===== config.mk =====
export PLATFORM = sky130hd
export DESIGN_NAME = charger_status_upper_bits
export DESIGN_NICKNAME = d
export VERILOG_FILES = /design/src/chg_status_pkg.sv /design/src/bypass_deglitch.sv /design/src/charger_status_upper_bits.sv
export SDC_FILE = /design/constraint.sdc
export NUM_CORES = 1
export LEC_CHECK = 0
export BUFFER_PORTS_ARGS = -buffer_cell sky130_fd_sc_hd__buf_4
export CAP_MARGIN = 20
export CORE_MARGIN = 3
export CORE_UTILIZATION = 52
export DETAILED_ROUTE_END_ITERATION = 10
export GPL_TIMING_DRIVEN = 0
export PLACE_DENSITY = 0.78
export SLEW_MARGIN = 15
export SYNTH_ARGS = -nofsm -noshare
export SYNTH_HDL_FRONTEND = slang
export SYNTH_HIERARCHICAL = 1
export SYNTH_SLANG_ARGS = --single-unit

===== constraint.sdc =====
create_clock -name core_clk -period 1.66 [get_ports core_clk]
set_input_delay 0.332 -clock core_clk [delete_from_list [all_inputs] [get_ports core_clk]]
set_output_delay 0.332 -clock core_clk [all_outputs]
set_load 0.02 [all_outputs]

===== src/chg_status_pkg.sv =====
// Constants, carrier types and state codes for the charger upper status block
package chg_status_pkg;
    localparam int MV_W = 16;
    localparam logic [15:0] CV_WAKE_MV = 16'h2328;
    localparam logic [15:0] CV_3CELL_MIN_MV = 16'h2EE0;
    localparam logic [15:0] CV_3CELL_MAX_MV = 16'h3840;
    localparam logic [15:0] CV_4CELL_MIN_MV = 16'h3E80;
    localparam logic [15:0] CV_4CELL_MAX_MV = 16'h4B00;
    localparam logic [16:0] BYPASS_OFF_MARGIN_MV = 17'h0_0096;
    localparam logic [16:0] BYPASS_HYST_MV = 17'h0_0064;
    localparam int DEPL_SEL_LSB = 9;
    localparam int DEPL_SEL_W = 3;
    localparam int LEARN_BIT = 4;
    localparam logic [2:0] CELLS_LOW = 3'h3;
    localparam logic [2:0] CELLS_HIGH = 3'h4;
    localparam int CLK_PERIOD_NS = 10;
    localparam int NS_PER_MS = 1000000;
    localparam int DEGLITCH_MS = 8;
    localparam int ALERT_MIN_MS = 6;
    localparam int ALERT_MAX_MS = 10;
    localparam int DEGLITCH_CYCLES = (DEGLITCH_MS * NS_PER_MS + CLK_PERIOD_NS - 1) / CLK_PERIOD_NS;
    localparam int ALERT_MIN_CYCLES = (ALERT_MIN_MS * NS_PER_MS + CLK_PERIOD_NS - 1) / CLK_PERIOD_NS;
    localparam int ALERT_MAX_CYCLES = (ALERT_MAX_MS * NS_PER_MS) / CLK_PERIOD_NS;

    typedef struct packed {
        logic adapter_detected_flag;
        logic battery_present_flag;
        logic adapter_below_battery_flag;
        logic voltage_range_error_flag;
        logic battery_depleted_flag;
        logic [10:0] lower_bits;
    } status_word_t;

    typedef struct packed {
        logic [15:0] battery_mv;
        logic [15:0] adapter_sense_pin_mv;
    } sense_t;

    typedef struct packed {
        logic thermistor_sense_pin_below_detect;
        logic adapter_detect_input_above_detect;
        logic adapter_detect_input_above_por;
        logic vcc_above_por;
    } comparator_t;

    typedef enum logic [1:0] {
        ALERT_IDLE = 2'b00,
        ALERT_WAIT = 2'b01,
        ALERT_ON = 2'b10
    } alert_state_t;
endpackage


===== src/bypass_deglitch.sv =====
// Bypass switch control: instant turn-off, deglitched turn-on
`timescale 1ns/10ps
`default_nettype none
module bypass_deglitch
    import chg_status_pkg::*;
#(
    parameter int CYCLES = DEGLITCH_CYCLES
) (
    input wire logic core_clk,
    input wire logic rst,
    input wire logic drop_now,
    input wire logic rise_ok,
    output logic switch_on
);
    localparam int CW = $clog2(CYCLES + 1);
    localparam logic [CW-1:0] LAST = CW'(CYCLES - 1);

    generate
        if (CYCLES < 1) begin : g_bad
            $error("CYCLES must be at least one");
        end
    endgenerate

    logic [CW-1:0] cnt;
    logic [CW-1:0] next_cnt;
    logic next_switch_on;

    always_comb begin
        next_cnt = '0;
        next_switch_on = switch_on;
        if (drop_now) begin
            next_switch_on = 1'b0;
        end else if (!switch_on && rise_ok) begin
            if (cnt == LAST) begin
                next_switch_on = 1'b1;
            end else begin
                next_cnt = cnt + CW'(1);
            end
        end
    end

    always_ff @(posedge core_clk or posedge rst) begin
        if (rst) begin
            cnt <= '0;
            switch_on <= 1'b0;
        end else begin
            cnt <= next_cnt;
            switch_on <= next_switch_on;
        end
    end

    AST_BYPASS_QUALIFIED: assert property (@(posedge core_clk) disable iff (rst)
        $rose(switch_on) |-> $past(rise_ok) && !$past(drop_now) && $past(cnt) == LAST)
        else $error("bypass switch turned on without full deglitch");
endmodule
`default_nettype wire


===== src/charger_status_upper_bits.sv =====
// Upper charger status flags and the protection actions tied to them
// Function
// - Bit 11 high while battery voltage is below the selected depleted threshold.
// - Depleted threshold per cell times three or four cells from voltage setting.
// - Depletion turns battery switch off; adapter switch on when learning.
// - Bit 12 high when the charge-voltage value is outside valid ranges.
// - Accept 9 V, 12-14.4 V, 16-19.2 V; truncate to lower converter step.
// - Above 19.2 V keep charging and clamp target to 19.2 V.
// - Below 12 V except 9 V, or 14.4-16 V: disable charge, flag, alarm.
// - The 9000 mV code regulates to 9 V for battery wake-up.
// - Bit 13 high while battery voltage exceeds adapter sense voltage.
// - Bypass off at once within 150 mV; on after 8 ms and 100 mV.
// - Bit 14 follows the thermistor-pin battery-detect comparator.
// - Charging stops at once when battery presence is lost.
// - Bit 15 high while adapter-detect input is above its threshold.
// - Charging blocked and 5 V reference off until adapter detected.
// - Internal reset and SMBus enable released at 1.2 V detect and 6.5 V supply.
// - Alert goes active 6 to 10 ms after any status bit changes.
`timescale 1ns/10ps
`default_nettype none
module charger_status_upper_bits
    import chg_status_pkg::*;
#(
    parameter int STEP_LSB_BITS = 4,
    parameter int DEPL_BASE_MV = 2800,
    parameter int DEPL_STEP_MV = 100,
    parameter int DEGLITCH_CNT = DEGLITCH_CYCLES,
    parameter int ALERT_CNT = ALERT_MIN_CYCLES,
    parameter int ALERT_LO = ALERT_MIN_CYCLES,
    parameter int ALERT_HI = ALERT_MAX_CYCLES
) (
    input wire logic core_clk,
    input wire logic rst,
    input wire logic [15:0] charger_mode,
    input wire logic [15:0] charge_voltage_mv,
    input wire sense_t sense,
    input wire comparator_t comparators,
    input wire logic status_read,
    output status_word_t charger_condition_flags,
    output logic battery_switch_drive,
    output logic adapter_switch_drive,
    output logic bypass_switch_on,
    output logic charge_enable,
    output logic [15:0] regulation_target_mv,
    output logic range_alarm,
    output logic five_volt_reference_output,
    output logic smbus_enable,
    output logic alert
);
    localparam int AW = $clog2(ALERT_CNT + 1);
    localparam logic [AW-1:0] ALERT_LAST = AW'(ALERT_CNT - 1);

    generate
        if (STEP_LSB_BITS < 0 || STEP_LSB_BITS > 8) begin : g_bad_step
            $error("STEP_LSB_BITS out of range");
        end
        if (ALERT_CNT < ALERT_LO || ALERT_CNT > ALERT_HI) begin : g_bad_alert
            $error("ALERT_CNT outside the alert window");
        end
        if (DEPL_BASE_MV + 7 * DEPL_STEP_MV > 16000) begin : g_bad_depl
            $error("Depleted threshold too large");
        end
    endgenerate

    status_word_t next_flags;
    logic [2:0] cells;
    logic [2:0] depl_sel;
    logic [17:0] depl_threshold;
    logic [15:0] cv_trunc;
    logic cv_in_low;
    logic cv_in_high;
    logic cv_above;
    logic cv_wake;
    logic cv_ok;
    logic [16:0] bat_ext;
    logic [16:0] adp_ext;
    logic bypass_drop;
    logic bypass_rise;
    logic next_battery_switch_drive;
    logic next_adapter_switch_drive;
    logic next_charge_enable;
    logic [15:0] next_regulation_target_mv;
    logic next_range_alarm;
    logic next_five_volt_reference_output;
    logic next_smbus_enable;
    alert_state_t alert_state;
    alert_state_t next_alert_state;
    logic [AW-1:0] alert_cnt;
    logic [AW-1:0] next_alert_cnt;
    logic next_alert;
    logic status_change;

    // Range classification and step truncation of the programmed charge voltage
    always_comb begin
        cv_trunc = charge_voltage_mv & ~16'((17'h1_0000 >> (16 - STEP_LSB_BITS)) - 17'h0_0001);
        cv_wake = charge_voltage_mv == CV_WAKE_MV;
        cv_in_low = charge_voltage_mv >= CV_3CELL_MIN_MV && charge_voltage_mv <= CV_3CELL_MAX_MV;
        cv_in_high = charge_voltage_mv >= CV_4CELL_MIN_MV && charge_voltage_mv <= CV_4CELL_MAX_MV;
        cv_above = charge_voltage_mv > CV_4CELL_MAX_MV;
        cv_ok = cv_wake || cv_in_low || cv_in_high || cv_above;
        cells = (cv_in_high || cv_above) ? CELLS_HIGH : CELLS_LOW;
        depl_sel = charger_mode[DEPL_SEL_LSB +: DEPL_SEL_W];
        depl_threshold = 18'((DEPL_BASE_MV + int'(depl_sel) * DEPL_STEP_MV) * int'(cells));
        bat_ext = {1'b0, sense.battery_mv};
        adp_ext = {1'b0, sense.adapter_sense_pin_mv};
        bypass_drop = adp_ext < bat_ext + BYPASS_OFF_MARGIN_MV;
        bypass_rise = adp_ext >= bat_ext + BYPASS_OFF_MARGIN_MV + BYPASS_HYST_MV;
    end

    // Live status word and protection outputs
    always_comb begin
        next_flags = '0;
        next_flags.battery_depleted_flag = {2'b00, sense.battery_mv} < depl_threshold;
        next_flags.voltage_range_error_flag = !(cv_wake || cv_in_low || cv_in_high);
        next_flags.adapter_below_battery_flag =
            sense.battery_mv > sense.adapter_sense_pin_mv;
        next_flags.battery_present_flag =
            comparators.thermistor_sense_pin_below_detect;
        next_flags.adapter_detected_flag =
            comparators.adapter_detect_input_above_detect;
        // Power-on release is worked out first so that charge gating sees this cycle's value
        next_smbus_enable = comparators.adapter_detect_input_above_por &&
            comparators.vcc_above_por;
        next_battery_switch_drive = !next_flags.battery_depleted_flag;
        next_adapter_switch_drive = next_flags.adapter_detected_flag &&
            (!charger_mode[LEARN_BIT] || next_flags.battery_depleted_flag);
        next_charge_enable = cv_ok && next_flags.battery_present_flag &&
            next_flags.adapter_detected_flag && next_smbus_enable;
        if (cv_above) begin
            next_regulation_target_mv = CV_4CELL_MAX_MV;
        end else if (cv_wake) begin
            next_regulation_target_mv = CV_WAKE_MV;
        end else begin
            next_regulation_target_mv = cv_trunc;
        end
        next_range_alarm = !cv_ok;
        next_five_volt_reference_output = next_flags.adapter_detected_flag;
    end

    // Alert timing after a status change; a change in the read cycle clears alert and restarts the wait
    always_comb begin
        status_change = next_flags != charger_condition_flags;
        next_alert_state = alert_state;
        next_alert_cnt = '0;
        next_alert = alert;
        case (alert_state)
            ALERT_IDLE: begin
                if (status_change) begin
                    next_alert_state = ALERT_WAIT;
                end
            end
            ALERT_WAIT: begin
                if (alert_cnt == ALERT_LAST) begin
                    next_alert_state = ALERT_ON;
                    next_alert = 1'b1;
                end else begin
                    next_alert_cnt = alert_cnt + AW'(1);
                end
            end
            ALERT_ON: begin
                if (status_read) begin
                    next_alert = 1'b0;
                    next_alert_state = status_change ? ALERT_WAIT : ALERT_IDLE;
                end
            end
            default: begin
                next_alert_state = ALERT_IDLE;
                next_alert = 1'b0;
            end
        endcase
    end

    always_ff @(posedge core_clk or posedge rst) begin
        if (rst) begin
            charger_condition_flags <= '0;
            battery_switch_drive <= 1'b0;
            adapter_switch_drive <= 1'b0;
            charge_enable <= 1'b0;
            regulation_target_mv <= '0;
            range_alarm <= 1'b0;
            five_volt_reference_output <= 1'b0;
            smbus_enable <= 1'b0;
            alert_state <= ALERT_IDLE;
            alert_cnt <= '0;
            alert <= 1'b0;
        end else begin
            charger_condition_flags <= next_flags;
            battery_switch_drive <= next_battery_switch_drive;
            adapter_switch_drive <= next_adapter_switch_drive;
            charge_enable <= next_charge_enable;
            regulation_target_mv <= next_regulation_target_mv;
            range_alarm <= next_range_alarm;
            five_volt_reference_output <= next_five_volt_reference_output;
            smbus_enable <= next_smbus_enable;
            alert_state <= next_alert_state;
            alert_cnt <= next_alert_cnt;
            alert <= next_alert;
        end
    end

    bypass_deglitch #(
        .CYCLES(DEGLITCH_CNT)
    ) u_bypass (
        .core_clk(core_clk),
        .rst(rst),
        .drop_now(bypass_drop),
        .rise_ok(bypass_rise),
        .switch_on(bypass_switch_on)
    );

    AST_DEPLETED_DRIVES: assert property (@(posedge core_clk) disable iff (rst)
        charger_condition_flags.battery_depleted_flag |-> !battery_switch_drive)
        else $error("battery switch on while depleted");
    AST_DEPLETED_FLAG: assert property (@(posedge core_clk) disable iff (rst)
        {2'b00, sense.battery_mv} < depl_threshold |=> charger_condition_flags.battery_depleted_flag)
        else $error("depleted flag missing");
    AST_RANGE_FLAG: assert property (@(posedge core_clk) disable iff (rst)
        (charge_voltage_mv > CV_3CELL_MAX_MV && charge_voltage_mv < CV_4CELL_MIN_MV)
        |=> charger_condition_flags.voltage_range_error_flag && !charge_enable && range_alarm)
        else $error("gap voltage not refused");
    AST_CLAMP: assert property (@(posedge core_clk) disable iff (rst)
        cv_above |=> regulation_target_mv == CV_4CELL_MAX_MV && !range_alarm)
        else $error("high voltage not clamped");
    AST_WAKE: assert property (@(posedge core_clk) disable iff (rst)
        cv_wake |=> regulation_target_mv == CV_WAKE_MV
        && !charger_condition_flags.voltage_range_error_flag)
        else $error("wake voltage not regulated");
    AST_ADAPTER_BELOW: assert property (@(posedge core_clk) disable iff (rst)
        charger_condition_flags.adapter_below_battery_flag
        == $past(sense.battery_mv > sense.adapter_sense_pin_mv))
        else $error("adapter below battery flag wrong");
    AST_BYPASS_DROP: assert property (@(posedge core_clk) disable iff (rst)
        bypass_drop |=> !bypass_switch_on)
        else $error("bypass switch not dropped");
    AST_BATT_LOST: assert property (@(posedge core_clk) disable iff (rst)
        !comparators.thermistor_sense_pin_below_detect |=> !charge_enable
        && !charger_condition_flags.battery_present_flag)
        else $error("charge kept without battery");
    AST_ADAPTER_GATE: assert property (@(posedge core_clk) disable iff (rst)
        !charger_condition_flags.adapter_detected_flag |-> !charge_enable
        && !five_volt_reference_output)
        else $error("charge or reference on without adapter");
    AST_POR: assert property (@(posedge core_clk) disable iff (rst)
        smbus_enable == $past(comparators.adapter_detect_input_above_por
        && comparators.vcc_above_por))
        else $error("smbus enable wrong");
    AST_ALERT_TIME: assert property (@(posedge core_clk) disable iff (rst)
        $rose(alert) |-> $past(alert_state) == ALERT_WAIT && $past(alert_cnt) == ALERT_LAST)
        else $error("alert rose early");
endmodule
`default_nettype wire


After elaboration in Yosys (flattened, before gate mapping)
Cells that the tools add are included.
{"block": "word_totals", "ff_bits": 70, "latchBits": 0, "mem_bits_rw": 0, "rom_bits": 0, "word_cells": 85, "mem_count": 0}
{"block": "classes", "n_addsub": 5, "n_mul": 2, "div_mod_pow": 0, "magnitude_cmp": 9, "n_eq_ne": 9, "shifts": 0, "muxes": 19, "n_bitwise": 1, "n_reduce_logical": 24}
{"op": "$mux W20", "count": 5}
{"op": "$add A20 B1 Y20 const B", "count": 2}
{"op": "$eq A20 B20 Y1 const B", "count": 2}
{"op": "$ge A16 B14 Y1 const B", "count": 2}
{"op": "$mux W16", "count": 2}
{"op": "$add A16 B8 Y17 const B", "count": 1}
{"op": "$add A17 B7 Y17 const B", "count": 1}
{"op": "$ge A16 B17 Y1", "count": 1}
{"op": "$lt A16 B17 Y1", "count": 1}
{"op": "$eq A16 B14 Y1 const B", "count": 1}
{"op": "$gt A16 B15 Y1 const B", "count": 1}
{"op": "$gt A16 B16 Y1", "count": 1}
{"op": "$le A16 B14 Y1 const B", "count": 1}
{"op": "$le A16 B15 Y1 const B", "count": 1}
{"op": "$lt A16 B16 Y1", "count": 1}
{"op": "$mul A13 B3 Y16", "count": 1}
{"op": "$add A12 B10 Y13 const A", "count": 1}
{"op": "$logic_and A1 B1 Y1", "count": 8}
{"op": "$mul A3 B5 Y8 const B", "count": 1}
{"op": "$mux W1", "count": 6}
{"op": "$mux W2", "count": 3}
{"op": "$ne A2 B2 Y1 const B", "count": 3}
{"op": "$pmux W2 S3", "count": 1}
{"op": "$reduce_and A3 Y1", "count": 2}
{"op": "11 further kinds", "count": 20}

Logic depth before layout (Yosys ltp)
Gate-level depths: netlist of the first run.
{"block": "depth", "ltp_word": 10, "mapped_depth": 24, "depth_no_buf": 23}

Hierarchy
The synthesis of the first run kept the hierarchy.
{"mod": "charger_status_upper_bits", "instances": 1, "cells_each": 596, "area_per_inst_um2": 5051.1, "seq_area_each_um2": 1151.1}
{"mod": "bypass_deglitch", "instances": 1, "cells_each": 108, "area_per_inst_um2": 1058.5, "seq_area_each_um2": 525.5}

Worst setup path after synthesis of the first run
No wires, ideal clock.
{"block": "synth_timing", "path_kind": "in2reg", "start": "in charger_mode[10]", "end": "reg alert_state[0]", "t_arrival_ps": 4336, "path_slack_ps": -2805, "cell_stages": 18, "path_buffers": 0, "cell_sequence": "inv_1 -> ha_1 -> inv_1 -> ha_1 -> o41ai_1 -> ha_1 -> ha_1 -> ha_1 -> o41ai_1 -> o21bai_1 -> xnor2_1 -> ha_1 -> a21o_1 -> a211oi_1 -> o21ai_0 -> a21oi_1 -> o21a_1 -> a31oi_1"}
{"block": "synth_between", "elab_chain_cells": 8, "word_cells_on_any_way": 10}
{"element": "start: declaration", "line_no": "charger_status_upper_bits.sv:34", "source": "input wire logic [15:0] charger_mode,"}
{"element": "$mul A3 B5 Y8 *", "line_no": "charger_status_upper_bits.sv:103", "source": "depl_threshold = 18'((DEPL_BASE_MV + int'(depl_sel) * DEPL_STEP_MV) * int'(cells));"}
{"element": "$add A12 B10 Y13 *", "line_no": "charger_status_upper_bits.sv:103"}
{"element": "$mul A13 B3 Y16 *", "line_no": "charger_status_upper_bits.sv:103"}
{"element": "$lt A16 B16 Y1 *", "line_no": "charger_status_upper_bits.sv:113", "source": "next_flags.battery_depleted_flag = {2'b00, sense.battery_mv} < depl_threshold;"}
{"element": "$ne A5 B5 Y1 *", "line_no": "charger_status_upper_bits.sv:142", "source": "status_change = next_flags != charger_condition_flags;"}
{"element": "$mux W1", "line_no": "charger_status_upper_bits.sv:163", "source": "next_alert_state = status_change ? ALERT_WAIT : ALERT_IDLE;"}
{"element": "$mux W2", "line_no": "charger_status_upper_bits.sv:161", "source": "if (status_read) begin"}
{"element": "$pmux W2 S3", "line_no": "charger_status_upper_bits.sv:146", "source": "case (alert_state)"}
{"element": "end signal: assignment", "line_no": "charger_status_upper_bits.sv:195", "source": "alert_state <= next_alert_state;"}
{"element": "end: declaration", "line_no": "charger_status_upper_bits.sv:86", "source": "alert_state_t alert_state;"}
Mark *: on every way between the ends. The rest lies on a longest branch, timed or not. The select of a mux whose other input is x is not followed.
A chain may end at the register's enable or synchronous reset.

Final worst setup path of the first run
{"block": "layout_timing", "start": "in sense[17] (netlist name)", "end": "reg u_bypass.cnt[19]"}
{"block": "layout_between", "elab_chain_cells": 6, "word_cells_on_any_way": 7}
{"element": "start: declaration", "line_no": "charger_status_upper_bits.sv:36", "source": "input wire sense_t sense,"}
{"element": "$add A16 B8 Y17", "line_no": "charger_status_upper_bits.sv:107", "source": "bypass_rise = adp_ext >= bat_ext + BYPASS_OFF_MARGIN_MV + BYPASS_HYST_MV;"}
{"element": "$add A17 B7 Y17", "line_no": "charger_status_upper_bits.sv:107"}
{"element": "$ge A16 B17 Y1", "line_no": "charger_status_upper_bits.sv:107"}
{"element": "net bypass_rise", "line_no": "charger_status_upper_bits.sv:78", "source": "logic bypass_rise;"}
{"element": "$logic_and A1 B1 Y1", "line_no": "bypass_deglitch.sv:33", "source": "end else if (!switch_on && rise_ok) begin"}
{"element": "$mux W20", "line_no": "bypass_deglitch.sv:33"}
{"element": "$mux W20", "line_no": "bypass_deglitch.sv:31", "source": "if (drop_now) begin"}
{"element": "net u_bypass.next_cnt[19]", "line_no": "bypass_deglitch.sv:25", "source": "logic [CW-1:0] next_cnt;"}
{"element": "end signal: assignment", "line_no": "bypass_deglitch.sv:47", "source": "cnt <= next_cnt;"}
{"element": "end: declaration", "line_no": "bypass_deglitch.sv:24", "source": "logic [CW-1:0] cnt;"}
The timed path passes the listed nets, and every way through them passes these cells.

==> results of run 1 <==
what timing repair did:
action                     in CTS  in global routing
hold endpoints to repair        8                  0
hold buffers                    1                  0
buffers inserted               29                 30
pin swaps                      54                 41
gates resized for setup        98                 96
gates cloned                    1                  1
setup endpoints to repair      45                 42
layer usage:
metal	GRT usage, %	vias to the layer above	part of all wire, %
met5	0	-	0
met4	8.95	0	3.5
met3	3.54	64	4.9
met2	46.4	233	54
met1	29.1	2823	38
li1	-	2816	-
cells in the mapped netlist (all sizes together), types with 4 or more instances:
master / instances
nand2: 44
inv: 52
a31oi: 9
o31ai: 4
nand4: 24
and3: 5
dfrtp: 67
a21oi: 33
xor2: 31
nor3: 12
a2111oi: 4
and4: 4
o21a: 5
and2: 6
clkbuf: 15
a21o: 13
or3: 10
nor4b: 5
xnor2: 36
or2: 7
nor4: 9
o21ai: 25
ha: 92
nand3: 26
buf: 20
o21bai: 4
nor2b: 16
nor2: 77
nand2b: 5
path summary, 6_finish.rpt:
check / start / to / slack [ns] / cells past startpoint
worst max-delay path: sense[17] / u_bypass/cnt[19]$_DFF_PP0_ / -2.39 / 20
worst min-delay path: comparators[3] / charger_condition_flags[14]$_DFF_PP0_ / 0.13 / 1
worst max register to register: u_bypass/cnt[0]$_DFF_PP0_ / u_bypass/cnt[19]$_DFF_PP0_ / -0.47 / 7
worst min register to register: alert_cnt[0]$_DFF_PP0_ / alert_cnt[0]$_DFF_PP0_ / 0.51 / 1
max in group asynchronous: rst / u_bypass/cnt[6]$_DFF_PP0_ / 0.44 / 3
min in group asynchronous: rst / adapter_switch_drive$_DFF_PP0_ / 0.55 / 3
worst reg2reg max path, stage by stage, from the launching register on:
cell	delay, ns
dfrtp_1	0.45
ha_1	0.26
nand3_1	0.26
nor3_1	0.50
a21o_1	0.19
buf_6	0.14
buf_8	0.15
a21oi_4	0.04
power by group through the flow:
stage          clock [W]  sequential, W  combinational, W
2_1_floorplan          0        0.00192           0.00127
3_3_place_gp           0        0.00189           0.00176
3_5_place_dp           0        0.00190           0.00185
4_1_cts          0.00181        0.00187           0.00217
5_1_grt          0.00191        0.00190           0.00275
6_report         0.00181        0.00189           0.00253
sequential cells by signal (all words and copies together), names as in the netlist:
signal                      count
alert_cnt                      20
u_bypass/cnt                   20
regulation_target_mv           13
charger_condition_flags         4
alert_state                     2
adapter_switch_drive            1
alert                           1
battery_switch_drive            1
charge_enable                   1
five_volt_reference_output      1
range_alarm                     1
smbus_enable                    1
u_bypass/switch_on              1
through the flow:
stage                     power (W)  std cells  hold WS [ns]  instance area (µm²)  setup WS (ns)
after floorplan             0.00319        718         0.309                 6430          -2.22
after global placement      0.00365        942         0.467                 7240          -2.77
after detailed placement    0.00374        943         0.345                 7260          -2.85
after CTS                   0.00585        988         0.133                 8240          -2.22
after global routing        0.00656       1017         0.127                 8870          -2.48
final                       0.00623       1017         0.135                 8870          -2.39
cell families (layout without fill, tap and decap cells):
logic type | count (synthesis) | after routing | share of synthesized area [%]
flip-flops | 67 | 67 | 27.4
XOR/XNOR | 67 | 67 | 9.60
buffers and inverters | 87 | 246 | 6.45
multiplexers | 3 | 3 | 0.492
AND/OR/NAND/NOR | 260 | 260 | 22.5
AO/OA/AOI/OAI | 126 | 126 | 14.2
other | 1 | 15 | 0.0614
adder cells (fa/ha/maj) | 93 | 93 | 19.2
cell type report:
| cell class | instances | area share [%] |
|---|---|---|
| clock buffer | 11 | 2.85 |
| clock inverter | 5 | 0.409 |
| buffer | 33 | 3.03 |
| sequential | 67 | 19.0 |
| inverter | 52 | 2.71 |
| timing repair buffer | 145 | 14.4 |
| tap | 140 | 1.98 |
| multi-input combinational | 564 | 55.6 |
==> results.json, run 1 <==
{
  "ctsHtreeMaxLevel": 3,
  "layout_commonest_cell": "buf_4",
  "worstPathMaxFanout": 5,
  "peakVddDrop_mv": 0.723,
  "endpoint_kind": "flop",
  "p_int_w": 0.00408,
  "switching_share_pct": 34.5,
  "pwr_density_cell_nw_per_um2": 703,
  "yosysTopAreaCellShare_pct": 27.4,
  "diodes": 0,
  "netlist_instances": 704,
  "fin_skew_ns": 0.00537,
  "worstPathRequired_ns": 1.92,
  "num_rows": 38,
  "cp.arrival_ns": 4.32,
  "dpl.hpwl_mm": 11.7,
  "p_switching_w": 0.00215,
  "synth-seq-area-share_pct": 27.4,
  "clkPwrFrac_pct": 29.0,
  "slowest_delay_ns": 0.45,
  "wl_per_cell_um": 18.3,
  "crit_type": "input port to flop",
  "grt_pass1_wl_mm": 26.9,
  "final_layout_size_suffix_gt1_share_pct": 37.9,
  "setup_slack_ns": -2.39,
  "numCtsBuffers": 9,
  "async_flop_share_pct": 100,
  "yosys_warnings": 6,
  "pwr-share-comb_pct": 40.7,
  "via_per_inst": 5.84,
  "fin_setup_tns_ns": -59.29,
  "crit_buf_inv": 4,
  "crit_family": "simple AND/OR/NAND/NOR gates",
  "grt_pass1_vias": 5811,
  "area_growth_pct": 45.1,
  "io_pins": 111,
  "antenna_left": 0,
  "fmax_mhz": 247,
  "min_path_type": "input port to flop",
  "outcome": "finished with violations",
  "fin_util_pct": 79.4,
  "place_congestion": 0.931,
  "synth_ff_type": "dfrtp_1",
  "synth.distinct_cells": 73,
  "layout.nets": 1036,
  "synth_area_um2": 6110,
  "violations": "negative setup slack",
  "grt_antenna_before_repair": 0,
  "start_util_pct": 54.7,
  "maxCapViolations": 0,
  "regArea_um2": 1680,
  "fill_cells": 665,
  "synth.avg_cell_area_um2": 8.68,
  "synth.area.top_cells": "dfrtp_1 (27%), ha_1 (19%), xnor2_1 (5.2%)",
  "drc": 0,
  "cp_slowest_cell": "or4_4",
  "cts_buffer_depth": 2,
  "num_vias": 5936,
  "slew_headroom_pct": 47.1,
  "leakage_nw": 3.97,
  "drt_wl_total_mm": 18.6,
  "io_buffer_count": 84,
  "hold_violations": 0,
  "drt_iter0_drc": 474,
  "layout_common_cells": "buf_4 (139), ha_1 (76), dfrtp_1 (63), inv_1 (45), nor2_1 (43)",
  "core-area_um2": 11200,
  "cts_root_buffer": "clkbuf_16",
  "dieArea_um2": 13100,
  "grt_max_degree": 31,
  "multi_input_area_um2": 4930,
  "synth-seq-cells": 67,
  "synth-edff-count": 0,
  "rsz0062_at_grt": "yes",
  "clk_latency_ns": 0.33,
  "yosys.area.top_type": "dfrtp_1",
  "first_pass_iters": 5,
  "die_h_um": 114,
  "period_minus_slack_ns": 4.05,
  "clkSinkCount": 67,
  "start_kind": "input port",
  "grt.total_usage_pct": 25.0,
  "cts_tree": "yes",
  "clk_pin_slew_worst_paths_ns": 0.06,
  "tightest_slew_ns": 0.793,
  "die_w_um": 114,
  "final-setup-viol-count": 44,
  "drv_slew": 0,
  "seqPwrFrac_pct": 30.3,
  "period_share_pct": 244,
  "overflow": 0,
  "crit_chain": "buf_12 > clkinv_8 > ha_4 > or4_4 > a31oi_1 > o32a_2 > nand2_4 > or3_4 > a22o_1 > ha_1 > nand4_1 > nor4b_4 > a2111oi_2 > o21ai_1 > and3_1 > or3b_4 > a21o_1 > buf_6 > buf_8 > a21oi_4"
}
Note: power is estimated with default switching activity, not from simulation.
==> run 2: changes to the inputs <==
Settings changed: CELL_PAD_IN_SITES_DETAIL_PLACEMENT set to 0, CELL_PAD_IN_SITES_GLOBAL_PLACEMENT set to 1, CORE_UTILIZATION 52 to 46, PLACE_DENSITY 0.78 to unset, PLACE_DENSITY_LB_ADDON set to 0.1.
Clock period 1.66 ns to 5.15 ns, I/O delays scaled along.
==> run 2 against run 1 <==
The run now ends clean. Cell count shrank 2.7%. Non-clock buffer count shrank 57. Clock skew shrank 0.0024 ns. Highest routed layer unchanged. Critical path depth shrank 1. Die area grew 12%. Final area shrank 16%.
==> results.json, run 2 (synthesis gave the netlist of run 1 again) <==
{
  "outcome": "completed",
  "numCtsBuffers": 9,
  "crit_chain": "buf_4 > inv_1 > ha_1 > or4_4 > a31oi_4 > o32a_4 > nand2_2 > or3_1 > a22o_1 > ha_1 > nand4_1 > nor4b_2 > a2111oi_1 > o21ai_0 > and3_1 > or3b_4 > a21o_1 > buf_4 > a21oi_1",
  "first_pass_iters": 4,
  "core-area_um2": 12800,
  "fin_cells": 990,
  "drv_slew": 0,
  "place_area_um2": 7040,
  "busiest_layer": "met2",
  "fin_skew_ns": 0.00296,
  "dieArea_um2": 14700,
  "peakVddDrop_mv": 0.133,
  "place_ws_ns": -0.864,
  "slew_headroom_pct": 44.6,
  "io_buffer_count": 84,
  "clk_pin_slew_worst_paths_ns": 0.05,
  "clk_latency_ns": 0.32,
  "drc": 0,
  "fmax_mhz": 204,
  "grt_pass1_vias": 5019,
  "maxCapViolations": 0,
  "design_area_um2": 7470,
  "clkSinkCount": 67,
  "drt_iter0_drc": 292,
  "grt_max_degree": 28,
  "final-setup-viol-count": 0,
  "holdWs_ns": 0.507,
  "num_vias": 5280,
  "grt_pass1_wl_mm": 23.7,
  "via_per_inst": 5.33,
  "fin_util_pct": 58.3,
  "start_util_pct": 47.6,
  "worstPathRequired_ns": 5.40,
  "met2_usage_pct": 33.6,
  "grt_antenna_before_repair": 0,
  "io_pins": 111,
  "tightest_slew_ns": 0.830,
  "leakage_nw": 3.56,
  "crit_type": "input port to flop",
  "drt_wl_total_mm": 14.4,
  "num_rows": 41,
  "grtUsageMet1_pct": 26.0,
  "period_minus_slack_ns": 4.91,
  "layout_common_cells": "buf_4 (103), ha_1 (92), nor2_1 (77), dfrtp_1 (67), inv_1 (50)",
  "diodes": 0,
  "post-place-cells": 975,
  "overflow": 0,
  "grt.total_usage_pct": 19.7,
  "ctsHtreeMaxLevel": 3,
  "start_kind": "input port",
  "wl_per_cell_um": 14.5,
  "cts_buffer_depth": 2,
  "dpl.hpwl_mm": 11.6,
  "min_path_type": "flop to flop",
  "endpoint_kind": "flop",
  "hold_violations": 0,
  "cts_tree": "yes",
  "cts_root_buffer": "clkbuf_16",
  "layout.nets": 979,
  "place_congestion": 0.861,
  "final_layout_size_suffix_gt1_share_pct": 20.3,
  "cp_slowest_cell": "or4_4",
  "met3_usage_pct": 2.24,
  "layout_commonest_cell": "buf_4",
  "pwr_density_cell_nw_per_um2": 236,
  "die_h_um": 121,
  "worstPathMaxFanout": 18,
  "area_growth_pct": 22.3,
  "largest_registers": "alert_cnt: 20 flops, u_bypass/cnt: 20 flops, regulation_target_mv: 13 flops",
  "setup_slack_ns": 0.240,
  "slowest_delay_ns": 0.59,
  "cp.arrival_ns": 5.16,
  "antenna_left": 0,
  "period_share_pct": 95.3,
  "die_w_um": 121
}
-- run 2: changes by cell type in the layout (fill, tap and decap cells not counted), moves of 5 or more --
| cell | previous run | this run |
|---|---|---|
| buf_6 | 8 | 1 |
| ha_1 | 76 | 92 |
| inv_1 | 45 | 50 |
| o21ai_0 | 17 | 22 |
| buf_4 | 139 | 103 |
| nor2_1 | 43 | 77 |
| clkbuf_1 | 8 | 14 |
| ha_4 | 12 | 0 |
| nor2_4 | 29 | 0 |
| a21oi_1 | 18 | 27 |
| nor2_2 | 5 | 0 |
| a21oi_2 | 14 | 6 |
| buf_12 | 11 | 1 |
-- run 2: final timing paths --
check                                                      to  cells past startpoint  slack, ns                     from
setup reg to reg                      alert_cnt[11]$_DFF_PP0_                      6       2.90  alert_cnt[15]$_DFF_PP0_
min in group asynchronous  regulation_target_mv[15]$_DFF_PP0_                      2       0.72                      rst
setup / recovery                   u_bypass/cnt[19]$_DFF_PP0_                     19       0.24                sense[17]
hold / removal                         alert_cnt[0]$_DFF_PP0_                      1       0.51   alert_cnt[0]$_DFF_PP0_
hold reg to reg                        alert_cnt[0]$_DFF_PP0_                      1       0.51   alert_cnt[0]$_DFF_PP0_
max in group asynchronous          u_bypass/cnt[19]$_DFF_PP0_                      2       3.74                      rst
-- run 2: worst max-delay path, delay by kind of cell --
kind	cells	cell delay [ns]
AO/OA/AOI/OAI	7	1.09
adder cells (fa/ha/maj)	2	0.62
buffers and inverters	3	0.38
AND/OR/NAND/NOR	7	2.04
-- run 2: metrics by stage --
step                power (W)  setup TNS (ns)
CTS                   0.00176               0
detailed placement    0.00117           -8.87
global placement      0.00115           -7.38
floorplan            0.000993               0
finish                0.00177               0
global route          0.00189         -0.0256
-- run 2: final cells by class --
class	count	area, µm²
Inverter	52	195
Sequential cell	67	1680
Buffer	34	201
Timing Repair Buffer	87	666
Clock buffer	11	243
Multi-Input combinational cell	564	4240
Tap cell	172	215
Fill cell	1211	5350
Clock inverter	3	40.0
-- run 2: power breakdown --
group	switching, W	internal, W
clock network	0.000199	0.000380
registers	0.0000341	0.000568
logic	0.000321	0.000264
-- run 2: metal layers --
metal / vias up / routed length, µm / part of all wire [%]
met1: 2481 / 6530 / 45
met4: 0 / 315 / 2.2
met2: 91 / 7130 / 50
met3: 21 / 393 / 2.7
met5: - / 0 / 0
li1: 2687 / - / -
-- run 2: what timing repair did --
item                                    CTS  global route
endpoints found under the setup margin   14            20
cloned                                    0             0
gates resized for setup                   6            26
pin swaps                                 0             5
setup buffers                             0             2
hold buffers                              0             0
==> run 3: changes to the inputs <==
Settings changed: REMOVE_ABC_BUFFERS set to 1.
==> run 3 against run 2 <==
Fmax up 0.91%. Sequential power about the same. Clock skew up 0.0013 ns. Sequential cell count unchanged. Die area unchanged. Cell count down 3.3%. Worst hold slack worse by 0.0040 ns. Critical path depth down 1. Setup slack better by 0.044 ns. Combinational power down 5.1%. Non-clock buffer count down 35. Critical endpoint is now u_bypass/cnt[17]$_DFF_PP0_.
==> results.json, run 3 (synthesis gave the netlist of run 1 again) <==
{
  "outcome": "completed",
  "cts_buffer_depth": 2,
  "die_w_um": 121,
  "fmax_mhz": 206,
  "layout_commonest_cell": "ha_1",
  "fin_cells": 957,
  "fin_skew_ns": 0.00422,
  "worstPathRequired_ns": 5.40,
  "die_h_um": 121,
  "crit_buf_inv": 2,
  "first_pass_iters": 4,
  "clkPwrFrac_pct": 38.0,
  "maxCapViolations": 0,
  "cts_tree": "yes",
  "layout.nets": 944,
  "drv_slew": 0,
  "period_minus_slack_ns": 4.87,
  "place_area_um2": 6830,
  "wl_per_cell_um": 14.3,
  "multi_input_area_um2": 4200,
  "min_path_type": "flop to flop",
  "grt_pass1_wl_mm": 22.4,
  "regArea_um2": 1680,
  "crit_type": "input port to flop",
  "hold_violations": 0,
  "start_util_pct": 47.6,
  "dpl.hpwl_mm": 10.9,
  "io_pins": 111,
  "crit_family": "simple AND/OR/NAND/NOR gates",
  "start_kind": "input port",
  "fill_cells": 1160,
  "cts_root_buffer": "clkbuf_16",
  "num_rows": 41,
  "overflow": 0,
  "cp.arrival_ns": 5.12,
  "worstPathMaxFanout": 18,
  "io_buffer_count": 84,
  "slew_headroom_pct": 43.4,
  "cp_slowest_cell": "or4_4",
  "drt_iter0_drc": 204,
  "final_layout_size_suffix_gt1_share_pct": 18.6,
  "crit_chain": "buf_4 > inv_1 > ha_1 > or4_4 > a31oi_2 > o32a_2 > nand2_1 > or3_1 > a22o_1 > ha_1 > nand4_1 > nor4b_2 > a2111oi_0 > o21ai_0 > and3_1 > or3b_2 > a21o_4 > a21oi_1",
  "place_ws_ns": -0.854,
  "setup_slack_ns": 0.285,
  "dieArea_um2": 14700,
  "clkSinkCount": 67,
  "switching_share_pct": 30.9,
  "pwr-share-comb_pct": 29.7,
  "clk_pin_slew_worst_paths_ns": 0.06,
  "via_per_inst": 5.34,
  "clk_latency_ns": 0.33,
  "leakage_nw": 3.44,
  "seqPwrFrac_pct": 32.3,
  "grt_pass1_vias": 4824,
  "drt_wl_total_mm": 13.7,
  "numCtsBuffers": 9,
  "endpoint_kind": "flop",
  "slowest_delay_ns": 0.58,
  "area_growth_pct": 19.4,
  "pwr_density_cell_nw_per_um2": 256,
  "peakVddDrop_mv": 0.153,
  "post-place-cells": 940,
  "worst_path_most_repeated_cell": "ha_1",
  "grt_antenna_before_repair": 0,
  "p_switching_w": 0.000578,
  "core-area_um2": 12800,
  "rsz0062_at_grt": "no",
  "antenna_left": 0,
  "ctsHtreeMaxLevel": 3,
  "place_congestion": 0.896,
  "drc": 0,
  "tightest_slew_ns": 0.849,
  "num_vias": 5113,
  "diodes": 0,
  "totalPowerFinal_w": 0.00187,
  "design_area_um2": 7290,
  "period_share_pct": 94.5,
  "grt.total_usage_pct": 18.5,
  "layout_common_cells": "ha_1 (92), buf_4 (85), nor2_1 (75), dfrtp_1 (67), inv_1 (50)",
  "largest_registers": "alert_cnt: 20 flops, u_bypass/cnt: 20 flops, regulation_target_mv: 13 flops",
  "p_int_w": 0.00129,
  "fin_setup_tns_ns": 0,
  "grt_max_degree": 38,
  "final-setup-viol-count": 0
}
run 3: cell count changes in the layout (fill, tap and decap cells not counted), moves of 3 or more:
cell	delta
a21oi_2	-4
clkbuf_1	-14
buf_4	-18
clkinv_4	+3
a21oi_1	+4
run 3: path summary, 6_finish.rpt:
| path | from | end | slack [ns] | cells past startpoint |
|---|---|---|---|---|
| worst min-delay path | alert_cnt[0]$_DFF_PP0_ | alert_cnt[0]$_DFF_PP0_ | 0.50 | 1 |
| worst max-delay path | sense[17] | u_bypass/cnt[17]$_DFF_PP0_ | 0.28 | 18 |
| worst min register to register | alert_cnt[0]$_DFF_PP0_ | alert_cnt[0]$_DFF_PP0_ | 0.50 | 1 |
| min in group asynchronous | rst | regulation_target_mv[15]$_DFF_PP0_ | 0.64 | 2 |
| max in group asynchronous | rst | u_bypass/cnt[16]$_DFF_PP0_ | 3.79 | 2 |
| worst max register to register | alert_cnt[11]$_DFF_PP0_ | alert_state[0]$_DFFE_PP0P_ | 2.79 | 7 |
run 3: timing repair:
| item | CTS | global route |
|---|---|---|
| resized for setup | 5 | 15 |
| endpoints found under the setup margin | 4 | 22 |
| pin swaps | 0 | 2 |
| hold buffers | 0 | 0 |
| setup buffers | 0 | 1 |
run 3: cell type report:
class	count	area share, %
well taps	172	2.95
clock buffers	9	3.09
flip-flops and latches	67	23.0
inverters	52	2.68
multi-input cells	564	57.6
repair buffers	86	9.02
clock inverters	7	1.72
run 3: through the flow:
| step | hold slack (ns) | utilization [%] |
|---|---|---|
| finish | 0.503 | 56.9 |
| global route | 0.531 | 56.9 |
| CTS | 0.506 | 56.2 |
| detailed placement | 0.498 | 53.3 |
| global placement | 0.487 | 53.1 |
| floorplan | 0.468 | - |
run 3: layer usage:
metal / GRT usage [%] / wire, µm
met5: 0 / 0
met4: 5.81 / 214
met3: 2.94 / 533
met2: 31.0 / 6530
met1: 24.5 / 6440
run 3: power groups by stage:
| stage | logic, W | clock network [W] | registers (W) |
|---|---|---|---|
| 6_report | 0.000555 | 0.000710 | 0.000604 |
| 4_1_cts | 0.000545 | 0.000719 | 0.000605 |
| 5_1_grt | 0.000633 | 0.000742 | 0.000612 |
| 3_5_place_dp | 0.000536 | 0 | 0.000613 |
| 2_1_floorplan | 0.000354 | 0 | 0.000620 |
| 3_3_place_gp | 0.000520 | 0 | 0.000611 |
